==> config.mk <==
export PLATFORM = sky130hd
export DESIGN_NAME = pmd_top
export DESIGN_NICKNAME = d
export VERILOG_FILES = /design/src/common/pmd_pkg.sv /design/src/common/pmd_ctl_if.sv /design/src/rtl/pmd_top.sv /design/src/rtl/pmd_clk_gate.sv /design/src/rtl/pmd_pin_mode.sv
export SDC_FILE = /design/constraint.sdc
export NUM_CORES = 1
export LEC_CHECK = 0
export BUFFER_PORTS_ARGS = -buffer_cell sky130_fd_sc_hd__buf_4
export CORE_UTILIZATION = 35
export DETAILED_ROUTE_END_ITERATION = 6
export SLEW_MARGIN = 40
export SYNTH_ARGS = -nofsm -noshare
export SYNTH_HDL_FRONTEND = slang
export SYNTH_SLANG_ARGS = --single-unit
==> constraint.sdc <==
create_clock -name sys_clk -period 2.05 [get_ports sys_clk]
set_input_delay 0.1025 -clock sys_clk [delete_from_list [all_inputs] [get_ports sys_clk]]
set_output_delay 0.1025 -clock sys_clk [all_outputs]
set_load 0.05 [all_outputs]
==> src/common/pmd_pkg.sv <==
// ==========================================================
// peripheral disable constants
package pmd_pkg;
  // ==========================================================
  // register map and widths
  localparam int          REG_W     = 16;
  localparam int          ADDR_W    = 12;
  localparam int          NUM_SLOTS = 48;
  localparam logic [11:0] ONE_OFF   = 12'h000;
  localparam logic [11:0] TWO_OFF   = 12'h004;
  localparam logic [11:0] THREE_OFF = 12'h008;
  // implemented bit masks; zero bits read as zero and ignore writes
  localparam logic [15:0] ONE_MASK   = 16'hfeff;
  localparam logic [15:0] TWO_MASK   = 16'hffff;
  localparam logic [15:0] THREE_MASK = 16'hf003;
  localparam logic [15:0] REG_RST    = 16'h0000;
  // base of each register inside the flat slot vector
  localparam int ONE_BASE   = 0;
  localparam int TWO_BASE   = 16;
  localparam int THREE_BASE = 32;
  // ==========================================================
  // field positions
  localparam int TIMER1_POS     = 11;
  localparam int TIMER5_POS     = 15;
  localparam int QUAD_DEC_POS   = 10;
  localparam int MOTOR_PWM_POS  = 9;
  localparam int I2C_FIRST_POS  = 7;
  localparam int SPI_SECOND_POS = 4;
  localparam int SPI_FIRST_POS  = 3;
  localparam int ADC_FIRST_POS  = 0;
  localparam int CAPTURE1_POS   = 8;
  localparam int COMPARE1_POS   = 0;
  localparam int TIMER6_POS     = 12;
  localparam int I2C_SECOND_POS = 1;
  localparam int ADC_SECOND_POS = 0;
  // ==========================================================
  // timing: disable changes land one instruction cycle after the write
  localparam int CLK_PERIOD_NS  = 4;
  localparam int INSTR_CYCLE_NS = 8;
  localparam int INSTR_CLKS     = (INSTR_CYCLE_NS + CLK_PERIOD_NS - 1) / CLK_PERIOD_NS;
  localparam int DLY_W          = 8;
endpackage : pmd_pkg

==> src/common/pmd_ctl_if.sv <==
`timescale 1ns/1ps
// ==========================================================
// carrier between the register core, the gates and the pin logic
interface pmd_ctl_if #(
  parameter int N    = 48,
  parameter int NPIN = 32
);
  logic [N-1:0]    run;
  logic [N-1:0]    gclk;
  logic [1:0]      adc_off;
  logic [NPIN-1:0] sel_first;
  logic [NPIN-1:0] sel_second;
  logic [NPIN-1:0] digital;

  modport gate     (input run, output gclk);
  modport core_gate(output run, input gclk);
  modport pins     (input adc_off, sel_first, sel_second, output digital);
  modport core_pins(output adc_off, sel_first, sel_second, input digital);
endinterface : pmd_ctl_if

==> src/rtl/pmd_top.sv <==
// The register addresses and the APB interface to the registers were decided locally.
`timescale 1ns/1ps
// How it works
// - first register bits 15..11 stop timers 5..1; zero runs them
// - first register bit 10 stops quadrature decoder, bit 9 motor pwm
// - first register bits 7..4 stop i2c one, uart two, uart one, spi two
// - first register bits 3..0 stop spi one, can two, can one, adc one
// - a stopped converter drops its analog claim; a shared pin goes digital unless the other converter runs and selects it analog
// - second register bits 15..8 stop input captures 8..1
// - second register bits 7..0 stop output compares 8..1
// - third register bits 15..12 stop timers 9..6
// - third register bit 1 stops i2c two, bit 0 adc two
// - unimplemented bits read zero and ignore writes
// - implemented bits are read/write and clear at reset
// - a change reaches the peripheral one instruction cycle after the write
// - a stopped peripheral must refuse register writes; its reads are invalid
// - a peripheral runs only if its bit is clear and it exists
module pmd_top
  import pmd_pkg::*;
#(
  parameter int          NPIN         = 32,
  parameter int          INSTR_DLY    = INSTR_CLKS,
  parameter logic [47:0] PRESENT_MASK = {THREE_MASK, TWO_MASK, ONE_MASK}
) (
  input  wire logic              sys_clk,
  input  wire logic              rst,
  input  wire logic [ADDR_W-1:0] paddr,
  input  wire logic              psel,
  input  wire logic              penable,
  input  wire logic              pwrite,
  input  wire logic [31:0]       pwdata,
  input  wire logic [3:0]        pstrb,
  output logic      [31:0]       prdata,
  output logic                   pready,
  output logic                   pslverr,
  input  wire logic [NPIN-1:0]   analog_pin_select_bits_first,
  input  wire logic [NPIN-1:0]   analog_pin_select_bits_second,
  output logic      [NPIN-1:0]   analog_input_pins_digital,
  output logic [NUM_SLOTS-1:0]   periph_run,
  output logic [NUM_SLOTS-1:0]   periph_clk
);

  // ==========================================================
  // bus decode
  logic [REG_W-1:0]     one_q;
  logic [REG_W-1:0]     two_q;
  logic [REG_W-1:0]     three_q;
  logic [REG_W-1:0]     one_d;
  logic [REG_W-1:0]     two_d;
  logic [REG_W-1:0]     three_d;
  logic                 pready_q;
  logic                 pslverr_q;
  logic [31:0]          prdata_q;
  logic [DLY_W-1:0]     dly_q;
  logic                 pend_q;
  logic [NUM_SLOTS-1:0] run_q;
  logic [NUM_SLOTS-1:0] off_req;
  logic [NPIN-1:0]      digital_q;

  wire hit_one   = (paddr == ONE_OFF);
  wire hit_two   = (paddr == TWO_OFF);
  wire hit_three = (paddr == THREE_OFF);
  wire hit_any   = hit_one | hit_two | hit_three;

  // setup cycle: answer is prepared here so every bus output is a flop
  wire setup_cyc = psel & ~penable;
  // access cycle with ready high: the only edge at which a write lands
  wire acc_done  = psel & penable & pready_q;
  wire wr_fire   = acc_done & pwrite & hit_any;

  // ==========================================================
  // byte-lane merge of write data
  wire [REG_W-1:0] lane_mask = {{8{pstrb[1]}}, {8{pstrb[0]}}};
  wire [REG_W-1:0] wdata16   = pwdata[REG_W-1:0];

  // only implemented bits ever take new data
  wire [REG_W-1:0] one_wr   = (one_q & ~lane_mask) | (wdata16 & lane_mask);
  wire [REG_W-1:0] two_wr   = (two_q & ~lane_mask) | (wdata16 & lane_mask);
  wire [REG_W-1:0] three_wr = (three_q & ~lane_mask) | (wdata16 & lane_mask);

  assign one_d   = (wr_fire & hit_one) ? (one_wr & ONE_MASK) : one_q;
  assign two_d   = (wr_fire & hit_two) ? (two_wr & TWO_MASK) : two_q;
  assign three_d = (wr_fire & hit_three) ? (three_wr & THREE_MASK) : three_q;

  // ==========================================================
  // read mux; unmapped addresses read zero and flag an error
  wire [REG_W-1:0] rd_sel =
    hit_one   ? (one_q & ONE_MASK)     :
    hit_two   ? (two_q & TWO_MASK)     :
    hit_three ? (three_q & THREE_MASK) : REG_RST;

  wire [31:0] rd_word = {16'h0000, rd_sel};

  // ==========================================================
  // software copy of the disable registers
  // readback shows the new value at once; the peripherals follow later
  always_ff @(posedge sys_clk)
  begin
    if (rst)
    begin
      one_q   <= REG_RST;
      two_q   <= REG_RST;
      three_q <= REG_RST;
    end
    else
    begin
      one_q   <= one_d;
      two_q   <= two_d;
      three_q <= three_d;
    end
  end

  // ==========================================================
  // apb answer: one wait-free access cycle after every setup cycle
  always_ff @(posedge sys_clk)
  begin
    if (rst)
    begin
      pready_q  <= 1'b0;
      pslverr_q <= 1'b0;
      prdata_q  <= 32'h0000_0000;
    end
    else
    begin
      pready_q  <= setup_cyc;
      pslverr_q <= setup_cyc & ~hit_any;
      prdata_q  <= (setup_cyc & ~pwrite) ? rd_word : 32'h0000_0000;
    end
  end

  assign pready  = pready_q;
  assign pslverr = pslverr_q;
  assign prdata  = prdata_q;

  // ==========================================================
  // field assembly into the flat slot vector
  // each slot is one peripheral; slot = register base + bit position
  always_comb
  begin
    off_req = '0;
    // timers 5..1 sit on bits 15..11 of the first register
    for (int t = TIMER1_POS; t <= TIMER5_POS; t++)
    begin
      off_req[ONE_BASE + t] = one_q[t];
    end
    // motor control blocks
    off_req[ONE_BASE + QUAD_DEC_POS]  = one_q[QUAD_DEC_POS];
    off_req[ONE_BASE + MOTOR_PWM_POS] = one_q[MOTOR_PWM_POS];
    // serial blocks: i2c one, uart two, uart one, spi two
    for (int s = SPI_SECOND_POS; s <= I2C_FIRST_POS; s++)
    begin
      off_req[ONE_BASE + s] = one_q[s];
    end
    // spi one, can two, can one, adc one
    for (int c = ADC_FIRST_POS; c <= SPI_FIRST_POS; c++)
    begin
      off_req[ONE_BASE + c] = one_q[c];
    end
    // input captures 8..1 on bits 15..8
    for (int i = CAPTURE1_POS; i < REG_W; i++)
    begin
      off_req[TWO_BASE + i] = two_q[i];
    end
    // output compares 8..1 on bits 7..0
    for (int o = COMPARE1_POS; o < CAPTURE1_POS; o++)
    begin
      off_req[TWO_BASE + o] = two_q[o];
    end
    // timers 9..6 on bits 15..12
    for (int u = TIMER6_POS; u < REG_W; u++)
    begin
      off_req[THREE_BASE + u] = three_q[u];
    end
    off_req[THREE_BASE + I2C_SECOND_POS] = three_q[I2C_SECOND_POS];
    off_req[THREE_BASE + ADC_SECOND_POS] = three_q[ADC_SECOND_POS];
  end

  // a slot runs only if its bit is clear and the block exists
  wire [NUM_SLOTS-1:0] run_req = ~off_req & PRESENT_MASK;

  // ==========================================================
  // one instruction cycle of latency between write and effect
  // a second write while pending restarts the wait; the newest value wins
  wire            dly_load = wr_fire;
  wire            dly_exp  = pend_q & (dly_q == DLY_W'(1));
  wire [DLY_W-1:0] dly_d   = dly_load ? DLY_W'(INSTR_DLY) :
                             pend_q   ? dly_q - DLY_W'(1)  : dly_q;

  always_ff @(posedge sys_clk)
  begin
    if (rst)
    begin
      dly_q  <= '0;
      pend_q <= 1'b0;
    end
    else
    begin
      dly_q  <= dly_d;
      pend_q <= dly_load | (pend_q & ~dly_exp);
    end
  end

  // ==========================================================
  // run vector: starts with every present block running
  // peripherals use it to block their own register writes
  always_ff @(posedge sys_clk)
  begin
    if (rst)
      run_q <= PRESENT_MASK;
    else if (dly_exp)
      run_q <= run_req;
  end

  assign periph_run = run_q;

  // ==========================================================
  // clock gates
  pmd_ctl_if #(
    .N    (NUM_SLOTS),
    .NPIN (NPIN)
  ) ctl ();

  assign ctl.run = run_q;

  pmd_clk_gate #(
    .N (NUM_SLOTS)
  ) u_gate (
    .sys_clk (sys_clk),
    .rst     (rst),
    .ctl     (ctl.gate)
  );

  // gated clocks cannot come from a data flop; they leave through the gate cells
  assign periph_clk = ctl.gclk;

  // ==========================================================
  // shared analog pins
  // converter off flags follow the same delayed run vector as the clocks
  assign ctl.adc_off[0]  = ~run_q[ONE_BASE + ADC_FIRST_POS];
  assign ctl.adc_off[1]  = ~run_q[THREE_BASE + ADC_SECOND_POS];
  assign ctl.sel_first   = analog_pin_select_bits_first;
  assign ctl.sel_second  = analog_pin_select_bits_second;

  pmd_pin_mode #(
    .NPIN (NPIN)
  ) u_pins (
    .ctl (ctl.pins)
  );

  // registered so the pin mux sees a clean level; reset leaves pins analog
  always_ff @(posedge sys_clk)
  begin
    if (rst)
      digital_q <= '0;
    else
      digital_q <= ctl.digital;
  end

  assign analog_input_pins_digital = digital_q;

endmodule : pmd_top

==> src/rtl/pmd_clk_gate.sv <==
`timescale 1ns/1ps
// ==========================================================
// glitch-free clock gates, one per peripheral slot
module pmd_clk_gate #(
  parameter int N = 48
) (
  input wire logic   sys_clk,
  input wire logic   rst,
  pmd_ctl_if.gate    ctl
);
  logic [N-1:0] en_low_q;

  genvar g;
  generate
    for (g = 0; g < N; g++)
    begin : gen_gate
      // enable moves only while the clock is low, so no runt pulse escapes
      always_ff @(negedge sys_clk)
      begin
        if (rst)
          en_low_q[g] <= 1'b0;
        else
          en_low_q[g] <= ctl.run[g];
      end
      assign ctl.gclk[g] = sys_clk & en_low_q[g];
    end
  endgenerate
endmodule : pmd_clk_gate

==> src/rtl/pmd_pin_mode.sv <==
`timescale 1ns/1ps
// ==========================================================
// analog or digital mode of the pins shared with the converters
module pmd_pin_mode #(
  parameter int NPIN = 32
) (
  pmd_ctl_if.pins ctl
);
  genvar p;
  generate
    for (p = 0; p < NPIN; p++)
    begin : gen_pin
      // a select bit of zero asks for analog, but only a running converter may claim the pin
      wire an_first  = ~ctl.sel_first[p] & ~ctl.adc_off[0];
      wire an_second = ~ctl.sel_second[p] & ~ctl.adc_off[1];
      assign ctl.digital[p] = ~(an_first | an_second);
    end
  endgenerate
endmodule : pmd_pin_mode

**Word level (Yosys, flattened, before mapping)**

Index checks and enable logic that the tools add are counted.

- Flip-flop bits (word level): 186
- Bits in latches: 0
- Bits in writable memories: 0
- ROM bits: 0
- Bits of input ports: 117
- Output and inout port bits: 162
- Logic and storage cells: 322
- Memories: 0

- $add $sub $neg: 1
- $mul: 0
- Divide/modulo/power cells: 0
- Order comparisons: 0
- Eq/ne operators: 3
- Shift operators: 0
- Muxes and demuxes: 5
- Bitwise gates (word level): 258
- Reduce and logical (&&, ||, !) cells: 5

Operators by type and width:

| kind | number |
|---|---|
| $and A1 B1 Y1 | 113 |
| $not A1 Y1 | 101 |
| $and A16 B16 Y16 | 4 |
| $mux W16 | 3 |
| $not A48 Y48 | 1 |
| $or A16 B16 Y16 | 3 |
| $or A1 B1 Y1 | 35 |
| $not A16 Y16 | 1 |
| $eq A12 B3 Y1 const B | 1 |
| $eq A12 B4 Y1 const B | 1 |
| $logic_not A12 Y1 | 1 |
| $eq A8 B1 Y1 const B | 1 |
| $sub A8 B1 Y8 const B | 1 |
| $mux W2 | 2 |
| $reduce_or A2 Y1 | 2 |
| $reduce_or A3 Y1 | 1 |
| $reduce_bool A2 Y1 | 1 |

**Depth between registers and ports, before layout**

- Depth in word-level cells: 5
- Mapped depth: 9
- Mapped depth without buffers: 6

**Hierarchy**

From an unflattened synthesis, not the netlist that was laid out.

- Cell total of the unflattened synthesis: 716
- Area, all modules: 7074.3 um^2

By module, submodules not included:

| module | instances | cells an instance | area each (um^2) | seq. area each (um^2) |
|---|---|---|---|---|
| pmd_top | 1 | 523 | 5039.8 | 2662.6 |
| pmd_clk_gate | 1 | 155 | 1665.3 | 960.9 |
| pmd_pin_mode | 1 | 38 | 369.1 | 0.0 |

==> results.md <==
- Run status: complete, but fails checks
- Violations in the final reports: setup timing
- Instance count of the mapped netlist: 707
- Clock insertion delay at the later pin of the skew report: 0.61 ns
- Detailed Route Iter0 Violations: 214
- Die area: 19,900 um^2
- Tightest Hold Check Type: in -> reg
- Part of the Yosys area used for sequential elements: 50.2%
- Top-area cell type share of the netlist area: 50.2%
- Per-cell via count in the routed design: 4.44
- Core region area: 18,800 um^2
- Slowest stage cell on the critical path: dfxtp_2
- Number of nets in the final layout: 1,180
- Flip-flop cell with the highest count after synthesis: dfxtp_1
- Number of global-route vias before repair: 6,187
- DR WL/cell: 14.4 um
- Overflow left after global routing: 0
- Depth of the worst register-to-register path: 5
- Setup repair after global routing missed its margin: yes
- Area added between synthesis and finish: 62.4%
- Worst-path fanout max: 1
- Post-synthesis average cell area: 9.58 um^2
- Number of max-cap violations: 0
- Count of flip-flops with a built-in enable after synthesis: 0
- Element type at the critical path start: flop
- Slowest Stage Delay on Critical Path: 0.33 ns
- Worst EP required: 1.95 ns
- Post-detail-place hpwl: 12,500 um
- Top library cells by usage in the layout, fill and taps aside: buf_4 (198), dfxtp_1 (153), inv_1 (104)
- Number of setup violations in the final report: 74
- Number of antenna diodes: 0
- Final slew viol count: 0
- TritonCTS clock tree: built
- Total global-route track usage: 19.6%
- Proportion of synthesized flip-flops having asynchronous set or reset: 0%
- Most frequent standard cell in the layout excluding fill and tap cells: buf_4
- Floorplan die width: 141 um
- Total number of vias: 5,946
- Arr. time, crit path: 2.23 ns
- Total leakage power: 5.17 nW
- Pre-Repair DR Iteration Count: 4
- Count of pins on the block boundary: 279
- Starting Density: 36.0%
- Pre-CTS setup slack: 0.328 ns
- Total number of yosys warnings: 0
- Netlist cell types: 43
- Number of logic stages on the critical path including buffering: 2
- Combined area of the multi-input logic cells: 2840 um^2
- Initial antenna violation count: 0
- Post-route DRC violation count: 0
- Critical Path End Type: output port
- Maximum clock skew at final layout: 0.0756 ns
- Port-buffer cells: 222
- Worst setup path category: reg -> out
- Post-synth top area cell: dfxtp_1
- Height of the die: 141 um
- Final routed wirelength across all metal layers: 19,300 um
- Kind of cell adding the most delay to the critical path: flip-flops
- Largest net degree at the start of global routing: 75
- Synthesized cell area: 6780 um^2
- Synth Register Bits: 170
- Cell-by-cell trace of the critical path: and2_4 > buf_8
- Bufs and invs on worst path: 1
- Least setup slack across all paths after layout: -0.284 ns
- First-pass GRT wire length: 30,000 um
- Synth top area cells: dfxtp_1 (50%), mux2i_1 (5.5%), nand2b_1 (5.0%)
- Sequential cell area in the final layout: 3430 um^2
- Peak supply drop: 605 uV
- Final Hold Vio Count: 0
- Number of cell rows: 50
- Depth of the worst hold-timing path: 4
- P per Cell Area: 1170 nW/um^2
- Antenna Violating Nets Remaining: 0
- Final weighted congestion of routability-driven global placement: 0.768
- Share of layout cells above drive strength 1: 32.3%
- Final setup TNS: -8.29 ns
- Clock transition time at the flip-flop clock pins of the worst setup and hold paths: 0.07 ns
- Fillcell total: 1,619
-- area by class of cell --
| class | count | area share [%] |
|---|---|---|
| Clock buffer | 76 | 12.8 |
| Clock inverter | 49 | 2.41 |
| Inverter | 68 | 2.32 |
| Multi-Input combinational cell | 422 | 25.8 |
| Sequential cell | 170 | 31.2 |
| Tap cell | 260 | 2.96 |
| Timing Repair Buffer | 294 | 22.5 |
-- cell usage after synthesis, types with 8 or more instances --
cell,instances
a211o_1,13
a21oi_1,27
a221oi_1,32
a22o_1,8
and2_1,39
buf_4,42
clkbuf_1,29
dfxtp_1,170
inv_1,68
mux2i_1,37
nand2_1,8
nand2b_1,54
nor2_1,77
nor2b_1,38
-- what timing repair did --
| item | 4_1_cts | 5_1_grt |
|---|---|---|
| endpoints found under the setup margin | 74 | 76 |
| setup buffers | 0 | 1 |
| pin swaps | 36 | 1 |
| resized for setup | 98 | 30 |
| hold buffers | 93 | 0 |
| hold endpoints to repair | 74 | 0 |
-- power breakdown --
part	internal, W	switching, W
clock network	0.00483	0.00390
logic	0.000322	0.000424
registers	0.00338	0.0000172
-- per-stage QoR --
| step | util [%] | hold slack [ns] | power (W) | cells | instance area, um^2 |
|---|---|---|---|---|---|
| global placement | 45.4 | 0.293 | 0.00648 | 1158 | 8560 |
| finish | 58.4 | 0.0324 | 0.0129 | 1339 | 11000 |
| CTS | 58.0 | 0.0169 | 0.0129 | 1338 | 10900 |
| detailed placement | 45.4 | 0.296 | 0.00649 | 1158 | 8560 |
| floorplan | - | 0.181 | 0.00586 | 744 | 6930 |
| global route | 58.4 | 0.0371 | 0.0134 | 1339 | 11000 |
-- layer usage --
metal | GRT usage (%) | routed length (um) | vias up
li1 | - | - | 2952
met1 | 22.3 | 8140 | 2696
met2 | 29.9 | 9020 | 238
met3 | 7.54 | 1410 | 60
met4 | 14.8 | 697 | 0
met5 | 0 | 0 | -
-- worst min-delay path, stage by stage --
cell     delay, ns
buf_4         0.13
nand2_1       0.09
nor3_4        0.07
mux2i_1       0.11
-- kinds of logic (layout without fill, tap and decap cells) --
kind of cell    Yosys count  count (layout)  synth area share, %
buf+inv                 152             487                 11.3
xor+xnor                  7               7                0.905
fa+ha+maj                 2               2                0.369
other cells               1              38               0.0553
compound gates           95              95                 10.8
flops                   170             170                 50.2
simple gates            243             243                 20.9
mux                      37              37                 5.47
-- final timing paths --
check,slack [ns],from,endpoint
min reg2reg,0.47,flop,prdata[9]
max,-0.28,u_gate.en_low_q[24],periph_clk[24]
min,0.03,paddr[3],flop
max reg2reg,0.41,dly_q[2],periph_run[4]
(Power assumes the default switching activity.)
